===== config.mk =====
export PLATFORM = sky130hd
export DESIGN_NAME = apcfg_bank
export DESIGN_NICKNAME = d
export VERILOG_FILES = /design/src/apcfg_pkg.sv /design/src/apcfg_decode.sv /design/src/apcfg_bank.sv
export SDC_FILE = /design/constraint.sdc
export NUM_CORES = 1
export LEC_CHECK = 0
export ABC_AREA = 1
export BUFFER_PORTS_ARGS = -buffer_cell sky130_fd_sc_hd__buf_2
export CAP_MARGIN = 5
export CORE_MARGIN = 2
export CORE_UTILIZATION = 53
export DETAILED_ROUTE_END_ITERATION = 8
export HOLD_SLACK_MARGIN = 0.08
export PLACE_DENSITY = 0.8
export SYNTH_ARGS = -nofsm -noshare
export SYNTH_HDL_FRONTEND = slang
export SYNTH_HIERARCHICAL = 1
export SYNTH_SLANG_ARGS = --single-unit

===== constraint.sdc =====
create_clock -name clk_i -period 2 [get_ports clk_i]
set_input_delay 0.4 -clock clk_i [delete_from_list [all_inputs] [get_ports clk_i]]
set_output_delay 0.4 -clock clk_i [all_outputs]
set_load 0.03 [all_outputs]

===== src/apcfg_pkg.sv =====
// Package for the analog PLL configuration register bank
package apcfg_pkg;
   // Word byte addresses on the bus
   localparam logic [3:0] ADDR_FRAC = 4'h0;
   localparam logic [3:0] ADDR_INT = 4'h4;
   localparam logic [3:0] ADDR_MOD = 4'h8;
   localparam logic [3:0] ADDR_DBL = 4'hC;
   localparam logic [4:0] ADDR_PUMP = 5'h10;
   localparam int ADDR_W = 5;

   // Field widths and positions
   localparam int FRAC_W = 27;
   localparam int INT_W = 10;
   localparam int FRAC_DENOM_LOG2 = 27;
   localparam int MOD_DITHER_ON_BIT = 5;
   localparam int MOD_SHAPING_BIT = 4;
   localparam int MOD_SCALE_LSB = 2;
   localparam int MOD_ORDER_LSB = 0;
   localparam int DBL_SEL_BIT = 1;
   localparam int DBL_EN_BIT = 0;
   localparam int PUMP_OFS_ON_BIT = 13;
   localparam int PUMP_RANGE_BIT = 12;
   localparam int PUMP_OFS_LSB = 8;
   localparam int PUMP_UP_LSB = 4;
   localparam int PUMP_DN_LSB = 0;

   // Reset values
   localparam logic [9:0] INT_RST = 10'h069;
   localparam logic [1:0] ORDER_RST = 2'h3;
   localparam logic [3:0] OFS_RST = 4'h3;
   localparam logic [2:0] UP_RST = 3'h3;
   localparam logic [2:0] DN_RST = 3'h3;

   typedef enum logic [1:0] {
      APCFG_ORD_INTEGER,
      APCFG_ORD_FIRST,
      APCFG_ORD_SECOND,
      APCFG_ORD_THIRD
   } apcfg_order_t;

   typedef struct packed {
      logic [26:0] frac;
      logic [9:0] integ;
      logic dither_on;
      logic shaping;
      logic [1:0] scale;
      apcfg_order_t order;
      logic dbl_sel;
      logic dbl_en;
      logic ofs_on;
      logic range_high;
      logic [3:0] ofs_level;
      logic [2:0] up_level;
      logic [2:0] dn_level;
   } apcfg_fields_t;

   // Decoded settings that reach the analog macro
   typedef struct packed {
      logic [26:0] fb_fraction_numerator;
      logic [9:0] fb_integer_ratio;
      logic modulator_active;
      apcfg_order_t modulator_order_select;
      logic modulator_dither_on;
      logic modulator_dither_shaping;
      logic [3:0] dither_amplitude;
      logic pll_doubler_on;
      logic pfd_doubler_on;
      logic pump_offset_on;
      logic pump_offset_range_high;
      logic [3:0] pump_offset_level;
      logic [2:0] pump_up_level;
      logic [2:0] pump_down_level;
   } apcfg_ctrl_t;

   typedef struct packed {
      logic cyc;
      logic stb;
      logic we;
      logic [3:0] sel;
      logic [4:0] adr;
      logic [31:0] dat;
   } apcfg_wb_req_t;
endpackage


===== src/apcfg_decode.sv =====
// Registered decode of stored fields into analog control settings
`timescale 1ns/1ns
module apcfg_decode (
   // Clock and reset
   input wire logic clk_i,
   input wire logic rst_i,
   // Stored fields
   input apcfg_pkg::apcfg_fields_t fields_i,
   // Settings to the PLL
   output apcfg_pkg::apcfg_ctrl_t ctrl_o
);
   typedef struct packed {
      apcfg_pkg::apcfg_ctrl_t ctrl;
   } apcfg_dec_state_t;

   apcfg_dec_state_t state_reg;
   apcfg_dec_state_t state_next;

   always_comb begin
      state_next = state_reg;
      state_next.ctrl.fb_fraction_numerator = fields_i.frac;
      state_next.ctrl.fb_integer_ratio = fields_i.integ;
      state_next.ctrl.modulator_order_select = fields_i.order;
      // Order zero bypasses the modulator entirely
      state_next.ctrl.modulator_active =
         (fields_i.order != apcfg_pkg::APCFG_ORD_INTEGER);
      state_next.ctrl.modulator_dither_on = fields_i.dither_on;
      state_next.ctrl.modulator_dither_shaping = fields_i.shaping;
      // One-hot amplitude: 1, 2, 4 or 8 LSB
      state_next.ctrl.dither_amplitude = 4'h1 << fields_i.scale;
      state_next.ctrl.pll_doubler_on =
         fields_i.dbl_en & ~fields_i.dbl_sel;
      state_next.ctrl.pfd_doubler_on =
         fields_i.dbl_en & fields_i.dbl_sel;
      state_next.ctrl.pump_offset_on = fields_i.ofs_on;
      state_next.ctrl.pump_offset_range_high = fields_i.range_high;
      // No offset current unless enabled
      state_next.ctrl.pump_offset_level =
         fields_i.ofs_on ? fields_i.ofs_level : 4'h0;
      state_next.ctrl.pump_up_level = fields_i.up_level;
      state_next.ctrl.pump_down_level = fields_i.dn_level;
   end

   always_ff @(posedge clk_i) begin
      if (rst_i) begin
         state_reg <= '0;
      end else begin
         state_reg <= state_next;
      end
   end

   assign ctrl_o = state_reg.ctrl;
endmodule


===== src/apcfg_bank.sv =====
// Wishbone register bank for analog PLL divider and pump settings
//
// The Wishbone slave port and the placing of the registers are this design's own decisions.
`timescale 1ns/1ns
// Function
// - Hold 27-bit fraction numerator over fixed denominator two to 27th.
// - Hold 10-bit integer divide ratio, reset 0x69.
// - Two-bit modulator order: integer, first, second, third; reset third.
// - Bit five turns dither on; reset off.
// - Bit four selects shaped dither; reset unshaped.
// - Dither scale codes give one, two, four, eight LSB; reset one.
// - Doubler select: clear PLL side, set PFD side, only when enabled.
// - Bit zero enables selected doubler; reset enabled.
// - Bit thirteen enables pump offset current; clear means none.
// - Bit twelve selects high offset current range.
// - Four-bit offset level in bits 11:8, zero none, reset 3.
// - Three-bit up current code in bits 6:4, reset 3.
// - Three-bit down current code in bits 2:0, reset 3.
module apcfg_bank (
   // Clock and reset
   input wire logic clk_i,
   input wire logic rst_i,
   // Wishbone slave
   input wire logic wb_cyc_i,
   input wire logic wb_stb_i,
   input wire logic wb_we_i,
   input wire logic [3:0] wb_sel_i,
   input wire logic [4:0] wb_adr_i,
   input wire logic [31:0] wb_dat_i,
   output logic [31:0] wb_dat_o,
   output logic wb_ack_o,
   output logic wb_err_o,
   // Settings to the PLL
   output apcfg_pkg::apcfg_ctrl_t ctrl_o,
   // Software misuse flag: fraction nonzero with order zero
   output logic order_conflict_o
);
   typedef struct packed {
      apcfg_pkg::apcfg_fields_t f;
      logic [31:0] rdata;
      logic ack;
      logic err;
      logic conflict;
   } apcfg_bank_state_t;

   apcfg_bank_state_t state_reg;
   apcfg_bank_state_t state_next;
   apcfg_pkg::apcfg_wb_req_t req;
   logic [31:0] wmask;
   logic [31:0] rd_word;
   logic hit;
   logic [31:0] frac_w;
   logic [31:0] int_w;
   logic [31:0] mod_w;
   logic [31:0] dbl_w;
   logic [31:0] pump_w;

   assign req = '{cyc: wb_cyc_i, stb: wb_stb_i, we: wb_we_i,
                  sel: wb_sel_i, adr: wb_adr_i, dat: wb_dat_i};

   // Register images, reserved bits forced to zero
   always_comb begin
      frac_w = 32'h0;
      frac_w[apcfg_pkg::FRAC_W-1:0] = state_reg.f.frac;
      int_w = 32'h0;
      int_w[apcfg_pkg::INT_W-1:0] = state_reg.f.integ;
      mod_w = 32'h0;
      mod_w[apcfg_pkg::MOD_DITHER_ON_BIT] = state_reg.f.dither_on;
      mod_w[apcfg_pkg::MOD_SHAPING_BIT] = state_reg.f.shaping;
      mod_w[apcfg_pkg::MOD_SCALE_LSB +: 2] = state_reg.f.scale;
      mod_w[apcfg_pkg::MOD_ORDER_LSB +: 2] = state_reg.f.order;
      dbl_w = 32'h0;
      dbl_w[apcfg_pkg::DBL_SEL_BIT] = state_reg.f.dbl_sel;
      dbl_w[apcfg_pkg::DBL_EN_BIT] = state_reg.f.dbl_en;
      pump_w = 32'h0;
      pump_w[apcfg_pkg::PUMP_OFS_ON_BIT] = state_reg.f.ofs_on;
      pump_w[apcfg_pkg::PUMP_RANGE_BIT] = state_reg.f.range_high;
      pump_w[apcfg_pkg::PUMP_OFS_LSB +: 4] = state_reg.f.ofs_level;
      pump_w[apcfg_pkg::PUMP_UP_LSB +: 3] = state_reg.f.up_level;
      pump_w[apcfg_pkg::PUMP_DN_LSB +: 3] = state_reg.f.dn_level;
   end

   // Byte-lane mask from sel
   always_comb begin
      wmask = {{8{req.sel[3]}}, {8{req.sel[2]}},
               {8{req.sel[1]}}, {8{req.sel[0]}}};
   end

   always_comb begin
      hit = 1'b1;
      rd_word = 32'h0;
      unique case (req.adr)
         {1'b0, apcfg_pkg::ADDR_FRAC}: rd_word = frac_w;
         {1'b0, apcfg_pkg::ADDR_INT}: rd_word = int_w;
         {1'b0, apcfg_pkg::ADDR_MOD}: rd_word = mod_w;
         {1'b0, apcfg_pkg::ADDR_DBL}: rd_word = dbl_w;
         apcfg_pkg::ADDR_PUMP: rd_word = pump_w;
         default: hit = 1'b0;
      endcase
   end

   always_comb begin
      logic [31:0] nw;
      nw = 32'h0;
      state_next = state_reg;
      state_next.ack = 1'b0;
      state_next.err = 1'b0;
      // One wait state; ack drops the cycle after it is given
      if (req.cyc && req.stb && !state_reg.ack && !state_reg.err) begin
         state_next.ack = hit;
         state_next.err = ~hit;
         state_next.rdata = hit ? rd_word : 32'h0;
         if (req.we && hit) begin
            nw = (rd_word & ~wmask) | (req.dat & wmask);
            // Only defined fields are taken; reserved bits dropped
            unique case (req.adr)
               {1'b0, apcfg_pkg::ADDR_FRAC}: begin
                  state_next.f.frac = nw[apcfg_pkg::FRAC_W-1:0];
               end
               {1'b0, apcfg_pkg::ADDR_INT}: begin
                  state_next.f.integ = nw[apcfg_pkg::INT_W-1:0];
               end
               {1'b0, apcfg_pkg::ADDR_MOD}: begin
                  state_next.f.dither_on =
                     nw[apcfg_pkg::MOD_DITHER_ON_BIT];
                  state_next.f.shaping =
                     nw[apcfg_pkg::MOD_SHAPING_BIT];
                  state_next.f.scale =
                     nw[apcfg_pkg::MOD_SCALE_LSB +: 2];
                  state_next.f.order = apcfg_pkg::apcfg_order_t'(
                     nw[apcfg_pkg::MOD_ORDER_LSB +: 2]);
               end
               {1'b0, apcfg_pkg::ADDR_DBL}: begin
                  state_next.f.dbl_sel = nw[apcfg_pkg::DBL_SEL_BIT];
                  state_next.f.dbl_en = nw[apcfg_pkg::DBL_EN_BIT];
               end
               apcfg_pkg::ADDR_PUMP: begin
                  state_next.f.ofs_on =
                     nw[apcfg_pkg::PUMP_OFS_ON_BIT];
                  state_next.f.range_high =
                     nw[apcfg_pkg::PUMP_RANGE_BIT];
                  state_next.f.ofs_level =
                     nw[apcfg_pkg::PUMP_OFS_LSB +: 4];
                  state_next.f.up_level =
                     nw[apcfg_pkg::PUMP_UP_LSB +: 3];
                  state_next.f.dn_level =
                     nw[apcfg_pkg::PUMP_DN_LSB +: 3];
               end
               default: begin
               end
            endcase
         end
      end
      // Flag software programming a fraction with the modulator off
      state_next.conflict = (state_reg.f.frac != '0) &&
         (state_reg.f.order == apcfg_pkg::APCFG_ORD_INTEGER);
   end

   always_ff @(posedge clk_i) begin
      if (rst_i) begin
         state_reg <= '0;
         state_reg.f.integ <= apcfg_pkg::INT_RST;
         state_reg.f.order <= apcfg_pkg::apcfg_order_t'(
            apcfg_pkg::ORDER_RST);
         state_reg.f.dbl_en <= 1'b1;
         state_reg.f.ofs_level <= apcfg_pkg::OFS_RST;
         state_reg.f.up_level <= apcfg_pkg::UP_RST;
         state_reg.f.dn_level <= apcfg_pkg::DN_RST;
      end else begin
         state_reg <= state_next;
      end
   end

   apcfg_decode u_decode (
      .clk_i(clk_i),
      .rst_i(rst_i),
      .fields_i(state_reg.f),
      .ctrl_o(ctrl_o)
   );

   assign wb_dat_o = state_reg.rdata;
   assign wb_ack_o = state_reg.ack;
   assign wb_err_o = state_reg.err;
   assign order_conflict_o = state_reg.conflict;
endmodule


# After elaboration in Yosys (flattened, before gate mapping)
# Index checks and enable logic that the tools add are counted.
# word_totals
reg_bits	152
word_cells	68
out_inout_bits	95
# op_classes
bitwise	10
reduce_logical	19
muxes	3
n_eq_ne	4
shifts	1
# ops
cell	count
$pmux 27 s5	1
$and 27x27->27	2
$mux 32	1
$not 27->27	1
$or 27x27->27	1
$reduce_bool 27->1	1
$reduce_and 3->1	5
$eq 5x4->1 const B	2
$eq 5x3->1 const B	1
$eq 5x5->1 const B	1
$logic_and 1x1->1	5
$logic_not 5->1	1
$reduce_or 5->1	1
$not 1->1	4
$reduce_or 2->1	2
$shl 1x2->4 const A	1
$and 1x1->1	2
$logic_not 1->1	2
$logic_not 2->1	1
$reduce_bool 2->1	1
$mux 1	1

# Longest topological paths before layout
# Gate-level depths: netlist (run 1).
# logic_depth
depth_word	5
depth_mapped	11
ltp_nobuf	10

# Modules after synthesis
# The synthesis (run 1) kept the hierarchy.
# modules_own_cells
mod	area_each_um2	cells_per_inst	seq_area_each_um2	n_inst
apcfg_bank	3902.5	534	1741.7	1
apcfg_decode	1725.4	187	1201.2	1

# Least setup slack after synthesis (run 1)
# No wires, ideal clock.
# synth_timing
path_kind	reg2reg
from	register state_reg (netlist bit wb_ack_o)
to	register state_reg (netlist bit mod_w[1])
path_slack_ns	0.408
t_required_ns	1.877
t_arrival_ns	1.469
path_stages_with_launch	10
path_buffers	1
synth_period_minus_slack_ns	1.592
path_cell_list	dfxtp_1 -> nor2_1 -> nand3_1 -> buf_2 -> nor2_4 -> nand2_2 -> nor2_2 -> inv_2 -> a21oi_1 -> o21ai_0
# synth_between
elab_chain_cells	4
# synth_rtl
item	line	source
start, declared	apcfg_bank.sv:46	apcfg_bank_state_t state_reg;
start signal, assigned	apcfg_bank.sv:170	state_reg <= state_next;
$logic_not 1->1	apcfg_bank.sv:109	if (req.cyc && req.stb && !state_reg.ack && !state_reg.err) begin
$logic_and 1x1->1 (2 in series)	apcfg_bank.sv:109	
$reduce_and 3->1 (no source line)	-	
# No other way between the ends.
# A chain may end at the register's enable or synchronous reset.

# Worst setup path after layout (run 1)
# Same ends and word-level chain as after synthesis.

==> reports/results.ini, run 1 <==
[global_routing]
track_usage_pct=25.9
grt_pass1_wl_mm=23.2
grt_antenna_before_repair=0
grt_pass1_vias=4816
grt_max_degree=65
grt_overflow=0

[route]
detailedRoute.firstIterationViolations=489
vias_per_cell=5.26
drcViolationCount=0
first_pass_iters=6
vias=5235
ant_nets=0
finalWirelength_mm=14.6
routedWlPerCell_um=14.7

[floorplan]
rows=37
core_um2=10300
die-width_um=107
dieArea_um2=11500
die_y_um=107
start_util_pct=54.5
io_pins=141

[cts]
h-tree-depth=4
cts_buffers=17
cts.path.max_buffers=2
clk_pin_slew_ns=0.06
cts_sinks=147
ctsRootBufferMaster=clkbuf_8
clk_latency_ns=0.53
ctsHoldBuffers=0
cts_resized=0
tritoncts=done
post-cts-setup-buffers=0

[power]
leakage_uw=0.00333
powerDensity_nw_per_um2=982
peakVddDrop_uv=534

[synthesis]
synth_most_common_cell=dfxtp_1
ys_seq_elements=147
synth_top_cells_by_count=dfxtp_1, nor2_1, inv_1, nand2_1, a21oi_1
synth_edf_count=0
syn_avg_cell_area_um2=7.81
synth_async_sr_flop_share_pct=0
synthDistinctLibCells=27
synthFlopType=dfxtp_1
yosys.area.top_type_share_pct=52.3
ys_warn_count=6
synth_area_um2=5630
seq_area_frac_synth_pct=52.3
yosys.area.top_type=dfxtp_1
ys_top_cells_by_area=dfxtp_1, nor2_1, a21oi_1
synth_cells=721

[timing]
timing.final.crit_share_pct=82.3
hold_viol_final=0
tightest_slew_ns=0.589
slew_headroom_pct=60.7
rsz0062_at_grt=no
setup_viol=0
layout_min_cycle_time_ns=1.65
hold_slack_ns=0.158
clock.fmax_mhz=608
setup-tns-final_ns=0
skew_ns=0.00762
drv_slew=0

[worst_setup_path]
crit_cells=8
reg2reg_depth=8
criticalPathCategory=flop to flop
slowest_stage=nor2_2
reg2reg_to=mod_w[1]
critPathCaptureType=flop
worstSetupStartpoint=wb_ack_o
cp_cell_sequence=nor2_1 > nand3_1 > nor2_4 > nand2_2 > nor2_2 > inv_2 > a21oi_1 > o21ai_0
crit_family=simple AND/OR/NAND/NOR gates
cp-endpoint=mod_w[1]
worstPathRequired_ns=2.41
timing.critical_path.from_type=flop
r2r-start=wb_ack_o
reg2reg_setup_slack_ns=0.35
crit_fanout=9
arrival_ns=2.05
slowest_delay_ns=0.36
path_buf_inv=1

[final_layout]
fillers=846
fin_nets=893
area_delta_synth_final_pct=23.9
n_antenna_cell=0
drive_above_1_share_pct=22.9

[placement]
gp_congestion=0.939
io_buffer_count=130
place_hpwl_mm=9.73

[run_status]
outcome=completed

[min_path]
hold_depth=3
holdCritPathClass=input port to flop

[run]
cap_violations=0

-- layout make-up --
| cell class | count | area [um^2] | area share, % |
|---|---|---|---|
| Clock buffer | 23 | 457 | 6.55 |
| Sequential cell | 147 | 2940 | 42.2 |
| Tap cell | 136 | 170 | 2.44 |
| Timing Repair Buffer | 146 | 783 | 11.2 |
| Multi-Input combinational cell | 438 | 2080 | 29.8 |
| Clock inverter | 9 | 176 | 2.53 |
| Inverter | 97 | 364 | 5.22 |
-- power breakdown --
part | internal [uW] | switching, uW | total [uW] | leakage [uW]
clock | 2220 | 1160 | 3380 | 0.000306
sequential | 2980 | 22.8 | 3000 | 0.00119
combinational | 130 | 333 | 463 | 0.00183
-- registers in the layout (all words and copies together), names as in the netlist, 2 cells and up --
signal	flops
dbl_w	2
frac_w	27
u_decode/ctrl_o	60
int_w	10
pump_w	12
wb_dat_o	27
mod_w	6
-- tightest hold or removal path, cell delays in order --
cell and delay [ns]:
buf_2 0.08, a21oi_1 0.06, a21oi_1 0.11
-- stage by stage --
| step | cell area, um^2 | power, uW | setup slack [ns] | cells | utilization (%) |
|---|---|---|---|---|---|
| final | 6970 | 6850 | 0.354 | 996 | 67.5 |
| after global routing | 6970 | 7060 | 0.217 | 996 | 67.5 |
| after CTS | 6970 | 6880 | 0.387 | 996 | 67.5 |
| after detailed placement | 6340 | 3520 | 0.105 | 964 | 61.4 |
| after global placement | 6340 | 3510 | 0.152 | 964 | 61.4 |
| after floorplan | 5640 | 3380 | 0.408 | 725 | - |
-- worst min-delay path by stage --
stage | start | endpoint | slack, ns
floorplan | pump_w[12] | u_decode/ctrl_o[10] | 0.41
global placement | int_w[8] | u_decode/ctrl_o[31] | 0.43
CTS | wb_dat_i[26] | frac_w[26] | 0.14
global route | wb_dat_i[21] | frac_w[21] | 0.16
detailed placement | pump_w[1] | u_decode/ctrl_o[1] | 0.44
finish | wb_dat_i[26] | frac_w[26] | 0.16
-- per-layer routing --
layer / vias up / wire, um / GRT usage (%)
met5: - / 0 / 0
met4: 0 / 266 / 9.93
met3: 22 / 1410 / 7.17
met2: 262 / 6780 / 40.6
met1: 2390 / 6140 / 34.0
li1: 2561 / - / -
-- cells by family after synthesis --
family | Yosys count | synth area share, %
other cells | 1 | 0.0666
compound gates | 160 | 14.6
flops | 147 | 52.3
buf+inv | 140 | 11.0
simple gates | 273 | 22.0
-- placed cells by master (no fill, tap or decap), types with 6 or more instances in the layout --
cell type	instances
o21ai_1	7
nand3_1	29
nand2_1	80
nand4_1	17
buf_2	130
inv_2	7
o21ai_0	68
nor4_1	6
a21oi_1	77
clkbuf_16	16
nor2_1	111
nor2_4	6
buf_4	15
nor3b_1	9
dfxtp_1	147
inv_1	88
(Power assumes the default switching activity.)
==> run 2: changes to the inputs <==
CORE_UTILIZATION = 48   (was 53)
PLACE_DENSITY = 0.76   (was 0.8)
clock period = 1.5 ns   (was 2 ns; I/O delays follow)
==> reports/results.ini, run 2 (same netlist as run 1, synthesis figures left out) <==
[cts]
cts_buffers=17  ; unchanged
cts_sinks=147  ; unchanged
ctsRootBufferMaster=clkbuf_16
clk_pin_slew_ns=0.06  ; about the same
tritoncts=done
ctsHoldBuffers=0  ; unchanged
h-tree-depth=4  ; unchanged
cts.path.max_buffers=2  ; unchanged
clk_latency_ns=0.42  ; -0.11 ns

[worst_setup_path]
crit_fanout=26  ; +17
critPathCaptureType=flop
timing.critical_path.from_type=flop
crit_top_cell=nor2_4
arrival_ns=1.84  ; -0.21 ns
slowest_delay_ns=0.33  ; -0.03 ns
reg2reg_depth=8  ; unchanged
worstPathRequired_ns=1.85  ; -0.56 ns
slowest_stage=dfxtp_2
criticalPathCategory=flop to flop
cp_cell_sequence=nor2_2 > nand3_2 > nor2_4 > nand2_4 > nor2_4 > buf_12 > o21ai_0 > a21oi_1

[final_layout]
area_delta_synth_final_pct=33.4
multi_input_area_um2=2150  ; +3.2%
area.sequential_um2=2950  ; about the same
final_cell_mix=dfxtp_1, buf_2, nor2_1
fin_nets=944  ; +5.7%
utilization_pct=65.7  ; -1.8 points
fillers=988  ; +17%
n_antenna_cell=0  ; unchanged
largest_register_ffs=60  ; unchanged
final_common_cell=dfxtp_1
drive_above_1_share_pct=29.3  ; +6.4 points
stdcell_count=1054  ; +5.8%

[timing]
hold_viol_final=0  ; unchanged
timing.final.crit_share_pct=99.6  ; +17 points
setup_viol=0  ; unchanged
rsz0062_at_grt=yes
clock.fmax_mhz=670  ; +10%
setup-tns-final_ns=0  ; unchanged
drv_slew=0  ; unchanged
layout_min_cycle_time_ns=1.49  ; -0.152 ns
skew_ns=0.00740  ; -0.000228 ns
fin_ws_ns=0.00649  ; -0.348 ns
hold_slack_ns=0.105  ; -0.0532 ns

[global_routing]
track_usage_pct=23.6  ; -2.3 points
grt_overflow=0  ; unchanged
met2_usage_pct=36.5  ; -4.1 points
grt_pass1_wl_mm=23.6  ; +1.7%
grt_pass1_vias=4755  ; -1.3%
grt_antenna_before_repair=0  ; unchanged
grt.busiest_layer=met2
grt_max_degree=65  ; unchanged
grtUsageMet1_pct=32.2  ; -1.9 points
grt_use_met3_pct=5.62  ; -1.6 points

[floorplan]
die_y_um=112  ; +4.9%
core_um2=11400  ; +11%
io_pins=141  ; unchanged
start_util_pct=49.3  ; -5.2 points
dieArea_um2=12600  ; +10%
rows=39  ; +5.4%
die-width_um=112  ; +4.9%

[placement]
io_buffer_count=130  ; unchanged
dp.cells=1016  ; +5.4%
place_hpwl_mm=10.3  ; +5.9%
place_ws_ns=-0.186  ; -0.291 ns
gp_congestion=0.884  ; -5.9%

[power]
combPwrFrac_pct=8.0  ; +1.2 points
powerDensity_nw_per_um2=1180  ; +20%
switching_power_uw=2050  ; +35%
intPower_uw=6780  ; +27%
sw_frac_of_total_pct=23.2  ; +1.0 points
clockPowerShare_pct=46.6  ; -2.8 points
peakVddDrop_uv=1120  ; +110%
leakage_uw=0.00361  ; +8.4%
pwr-share-seq_pct=45.3  ; +1.4 points

[run]
cap_violations=0  ; unchanged

[min_path]
holdCritPathClass=input port to flop
hold_depth=2  ; -1

[route]
first_pass_iters=6  ; unchanged
vias_per_cell=5.02  ; -4.5%
detailedRoute.firstIterationViolations=496  ; +1.4%
vias=5291  ; +1.1%
ant_nets=0  ; unchanged
drcViolationCount=0  ; unchanged
routedWlPerCell_um=14.2  ; -3.1%
finalWirelength_mm=15.0  ; +2.6%

[run_status]
outcome=completed

## run 2: cell count changes in the layout (fill, tap and decap cells not counted), moves of 5 or more
cell / change
a21oi_1: -10
a21oi_2: +10
buf_12: +5
buf_4: +40
o21ai_0: -5
o21ai_1: +5
## run 2: what timing repair did
item,4_1_cts,5_1_grt
setup endpoints to repair,2,66
pin swaps,1,2
buffers inserted,0,3
gates resized for setup,0,27
cloned,0,3
## run 2: area by class of cell
class / instances / area share, %
clock inverter: 9 / 1.38
clock buffer: 23 / 6.37
inverter: 97 / 4.93
timing repair buffer: 197 / 17.1
multi-input combinational: 438 / 28.6
sequential: 147 / 39.2
tap: 143 / 2.38
## run 2: worst paths after layout
kind | from | end | slack, ns
worst max-delay path | wb_ack_o | frac_w[15] | 0.006
worst min-delay path | rst_i | u_decode/ctrl_o[5] | 0.11
worst max register to register | wb_ack_o | frac_w[15] | 0.006
worst min register to register | pump_w[12] | u_decode/ctrl_o[10] | 0.44
## run 2: worst max-delay path, delay by kind of cell (launching register included)
kind | cells | cell delay (ns)
AND/OR/NAND/NOR | 5 | 0.67
AO/OA/AOI/OAI | 2 | 0.22
buffers and inverters | 1 | 0.19
flip-flops | 1 | 0.33
## run 2: through the flow
| step | power, uW | instance area (um^2) |
|---|---|---|
| final | 8840 | 7510 |
| after floorplan | 4510 | 5660 |
| after detailed placement | 4770 | 6760 |
| after CTS | 8860 | 7340 |
| after global placement | 4760 | 6760 |
| after global routing | 9160 | 7510 |
## run 2: per-layer routing
layer | vias to the layer above | part of all wire (%)
met5 | - | 0
met4 | 0 | 2.3
met3 | 29 | 6.8
met2 | 202 | 46
met1 | 2393 | 44
li1 | 2667 | -
## run 2: power by group through the flow
| stage | logic, uW | registers, uW | clock network [uW] |
|---|---|---|---|
| 6_report | 707 | 4010 | 4120 |
| 5_1_grt | 764 | 4010 | 4380 |
| 4_1_cts | 681 | 4010 | 4170 |
| 3_5_place_dp | 678 | 4090 | 0 |
| 3_3_place_gp | 672 | 4090 | 0 |
| 2_1_floorplan | 291 | 4220 | 0 |
==> run 3: changes to the inputs <==
ABC_AREA = unset   (was 1)
CORE_UTILIZATION = 52   (was 48)
PLACE_DENSITY = 0.79   (was 0.76)
clock period = 1.7 ns   (was 1.5 ns; I/O delays follow)
==> reports/results.ini, run 3 <==
[synthesis]
synthFlopType=dfxtp_1
synthSimpleGateAreaFrac_pct=21.8  ; -0.22 points
syn_avg_cell_area_um2=9.72  ; +25%
synth_xor_area_share_pct=0  ; unchanged
synth_async_sr_flop_share_pct=0  ; unchanged
ys_seq_elements=147  ; unchanged
synth_fa_ha_area_share_pct=0  ; unchanged
synth_edf_count=0  ; unchanged
synthDistinctLibCells=51  ; +89%
synthMuxAreaShare_pct=4.48  ; +4.5 points
synth_most_common_cell=dfxtp_1
seq_area_frac_synth_pct=54.1  ; +1.8 points
yosys.area.top_type_share_pct=54.1  ; +1.8 points
synth_area_um2=5440  ; -3.3%
ys_warn_count=6  ; unchanged
synth_top_family_by_area=simple AND/OR/NAND/NOR gates
ys_top_cells_by_area=dfxtp_1, nor2b_1, mux2i_1
synth_top_cells_by_count=dfxtp_1, nor2b_1, nor2_1, a21oi_1, nand3_1
yosys.area.top_type=dfxtp_1
synth_compound_area_share_pct=14.7  ; +0.15 points
synth_cells=560  ; -22%

[run_status]
outcome=completed

[floorplan]
die-width_um=106  ; -5.3%
io_pins=141  ; unchanged
die_y_um=106  ; -5.3%
core_um2=10200  ; -10%
dieArea_um2=11300  ; -10%
rows=37  ; -5.1%
start_util_pct=53.2  ; +3.9 points

[final_layout]
fin_nets=768  ; -19%
final_cell_mix=dfxtp_1, buf_2, nor2b_1
fillers=751  ; -24%
area_delta_synth_final_pct=31.8
area.sequential_um2=2940  ; about the same
drive_above_1_share_pct=30.9  ; +1.6 points
multi_input_area_um2=2280  ; +6.1%
largest_register_ffs=60  ; unchanged
final_common_cell=dfxtp_1

[global_routing]
grt_pass1_vias=4667  ; -1.9%
grt_use_met3_pct=6.93  ; +1.3 points
grt_antenna_before_repair=2  ; +2
grt_max_degree=55  ; -15%
grt_overflow=0  ; unchanged
met2_usage_pct=43.1  ; +6.5 points
track_usage_pct=26.5  ; +2.9 points
grtUsageMet1_pct=33.0  ; +0.79 points
grt_pass1_wl_mm=23.4  ; -0.90%
grt.busiest_layer=met2

[placement]
place_hpwl_mm=9.81  ; -4.8%
place_ws_ns=-0.228  ; -0.0422 ns
gp_congestion=0.927  ; +4.9%
io_buffer_count=130  ; unchanged

[worst_setup_path]
critPathCaptureType=flop
criticalPathCategory=flop to flop
r2r-start=wb_err_o
reg2reg_setup_slack_ns=0.09  ; +0.09 ns
timing.critical_path.from_type=flop
arrival_ns=2.03  ; +0.19 ns
crit_fanout=15  ; -42%
reg2reg_depth=5  ; -3
reg2reg_to=frac_w[5]
worstSetupStartpoint=wb_err_o
worstPathRequired_ns=2.12  ; +0.27 ns

[route]
vias=4910  ; -7.2%
ant_nets=0  ; unchanged
finalWirelength_mm=15.0  ; about the same
vias_per_cell=5.63  ; +12%
first_pass_iters=5  ; -1
detailedRoute.firstIterationViolations=319  ; -36%
drcViolationCount=0  ; unchanged
routedWlPerCell_um=17.2  ; +21%

[timing]
timing.final.crit_share_pct=94.5  ; -5.1 points
layout_min_cycle_time_ns=1.61  ; +0.112 ns
skew_ns=0.00901  ; +0.00162 ns
hold_viol_final=0  ; unchanged
drv_slew=0  ; unchanged
rsz0062_at_grt=no
fin_ws_ns=0.0943  ; +0.0879 ns
setup-tns-final_ns=0  ; unchanged
clock.fmax_mhz=623  ; -7.0%
tightest_slew_ns=0.763
setup_viol=0  ; unchanged
slew_headroom_pct=48.7
hold_slack_ns=0.0961  ; -0.00902 ns

[cts]
h-tree-depth=4  ; unchanged
tritoncts=done
ctsRootBufferMaster=clkbuf_8
cts.path.max_buffers=2  ; unchanged
cts_sinks=147  ; unchanged
clk_latency_ns=0.54  ; +0.12 ns
cts_buffers=17  ; unchanged
clk_pin_slew_ns=0.06  ; about the same

[min_path]
hold_start=wb_dat_i[26]
hold_depth=3  ; +1
min_to=frac_w[26]
holdCritPathClass=input port to flop

[power]
leakage_uw=0.00317  ; -12%
peakVddDrop_uv=581  ; -48%
powerDensity_nw_per_um2=1070  ; -9.4%
power.total_uw=7650  ; -13%

[run]
cap_violations=0  ; unchanged

==> run 3: worst max path at each step <==
stage           endpoint  slack, ns  depth (start not counted)
6_report       frac_w[5]       0.09                          5
5_1_grt         dbl_w[1]       0.02                          5
3_3_place_gp    mod_w[1]      -0.13                          6
3_5_place_dp   frac_w[1]      -0.23                          6
2_1_floorplan  frac_w[9]      -0.06                          7
4_1_cts        pump_w[0]       0.03                          6
==> run 3: repair_timing <==
action                                 4_1_cts  5_1_grt
setup buffers                                0        2
resized for setup                            0        5
setup endpoints to repair                    0       30
hold buffers                                 8        0
endpoints found under the hold margin        8        0
==> run 3: cells by family (layout without fill, tap and decap cells) <==
kind of cell / after synthesis / count (layout)
simple gates: 219 / 219
flops: 147 / 147
compound gates: 117 / 117
buf+inv: 52 / 223
mux: 24 / 24
other cells: 1 / 6
==> run 3: area by class of cell <==
cell class | instances | share of cell area, %
diodes | 1 | 0.0349
clock buffers | 19 | 6.02
clock inverters | 13 | 2.11
inverters | 3 | 0.157
multi-input cells | 365 | 31.7
flip-flops and latches | 147 | 41.0
well taps | 136 | 2.37
repair buffers | 188 | 16.5
==> run 3: routing by layer <==
metal / part of all wire, % / wire [um]
met5: 0 / 0
met2: 48 / 7210
met3: 7.1 / 1060
met1: 42 / 6210
met4: 3.2 / 474
==> run 3: metrics by stage <==
step	area, um^2	std cells	utilization (%)
5_1_grt	7170	872	70.1
3_5_place_dp	6470	829	63.3
4_1_cts	7140	869	69.7
3_3_place_gp	6470	829	63.3
2_1_floorplan	5480	564	-
6_report	7170	872	70.1
==> run 3: worst max-delay path, stage by stage, from the launching register on <==
cell	delay, ns
dfxtp_1	0.34
nor4bb_4	0.30
buf_6	0.16
nand3_1	0.11
buf_4	0.23
o41ai_1	0.36
==> run 3: report_power, final <==
| group | internal (uW) | total, uW | leakage [uW] | switching (uW) |
|---|---|---|---|---|
| clock | 2150 | 3630 | 0.000277 | 1480 |
| combinational | 189 | 520 | 0.00170 | 331 |
| sequential | 3480 | 3490 | 0.00119 | 15.0 |
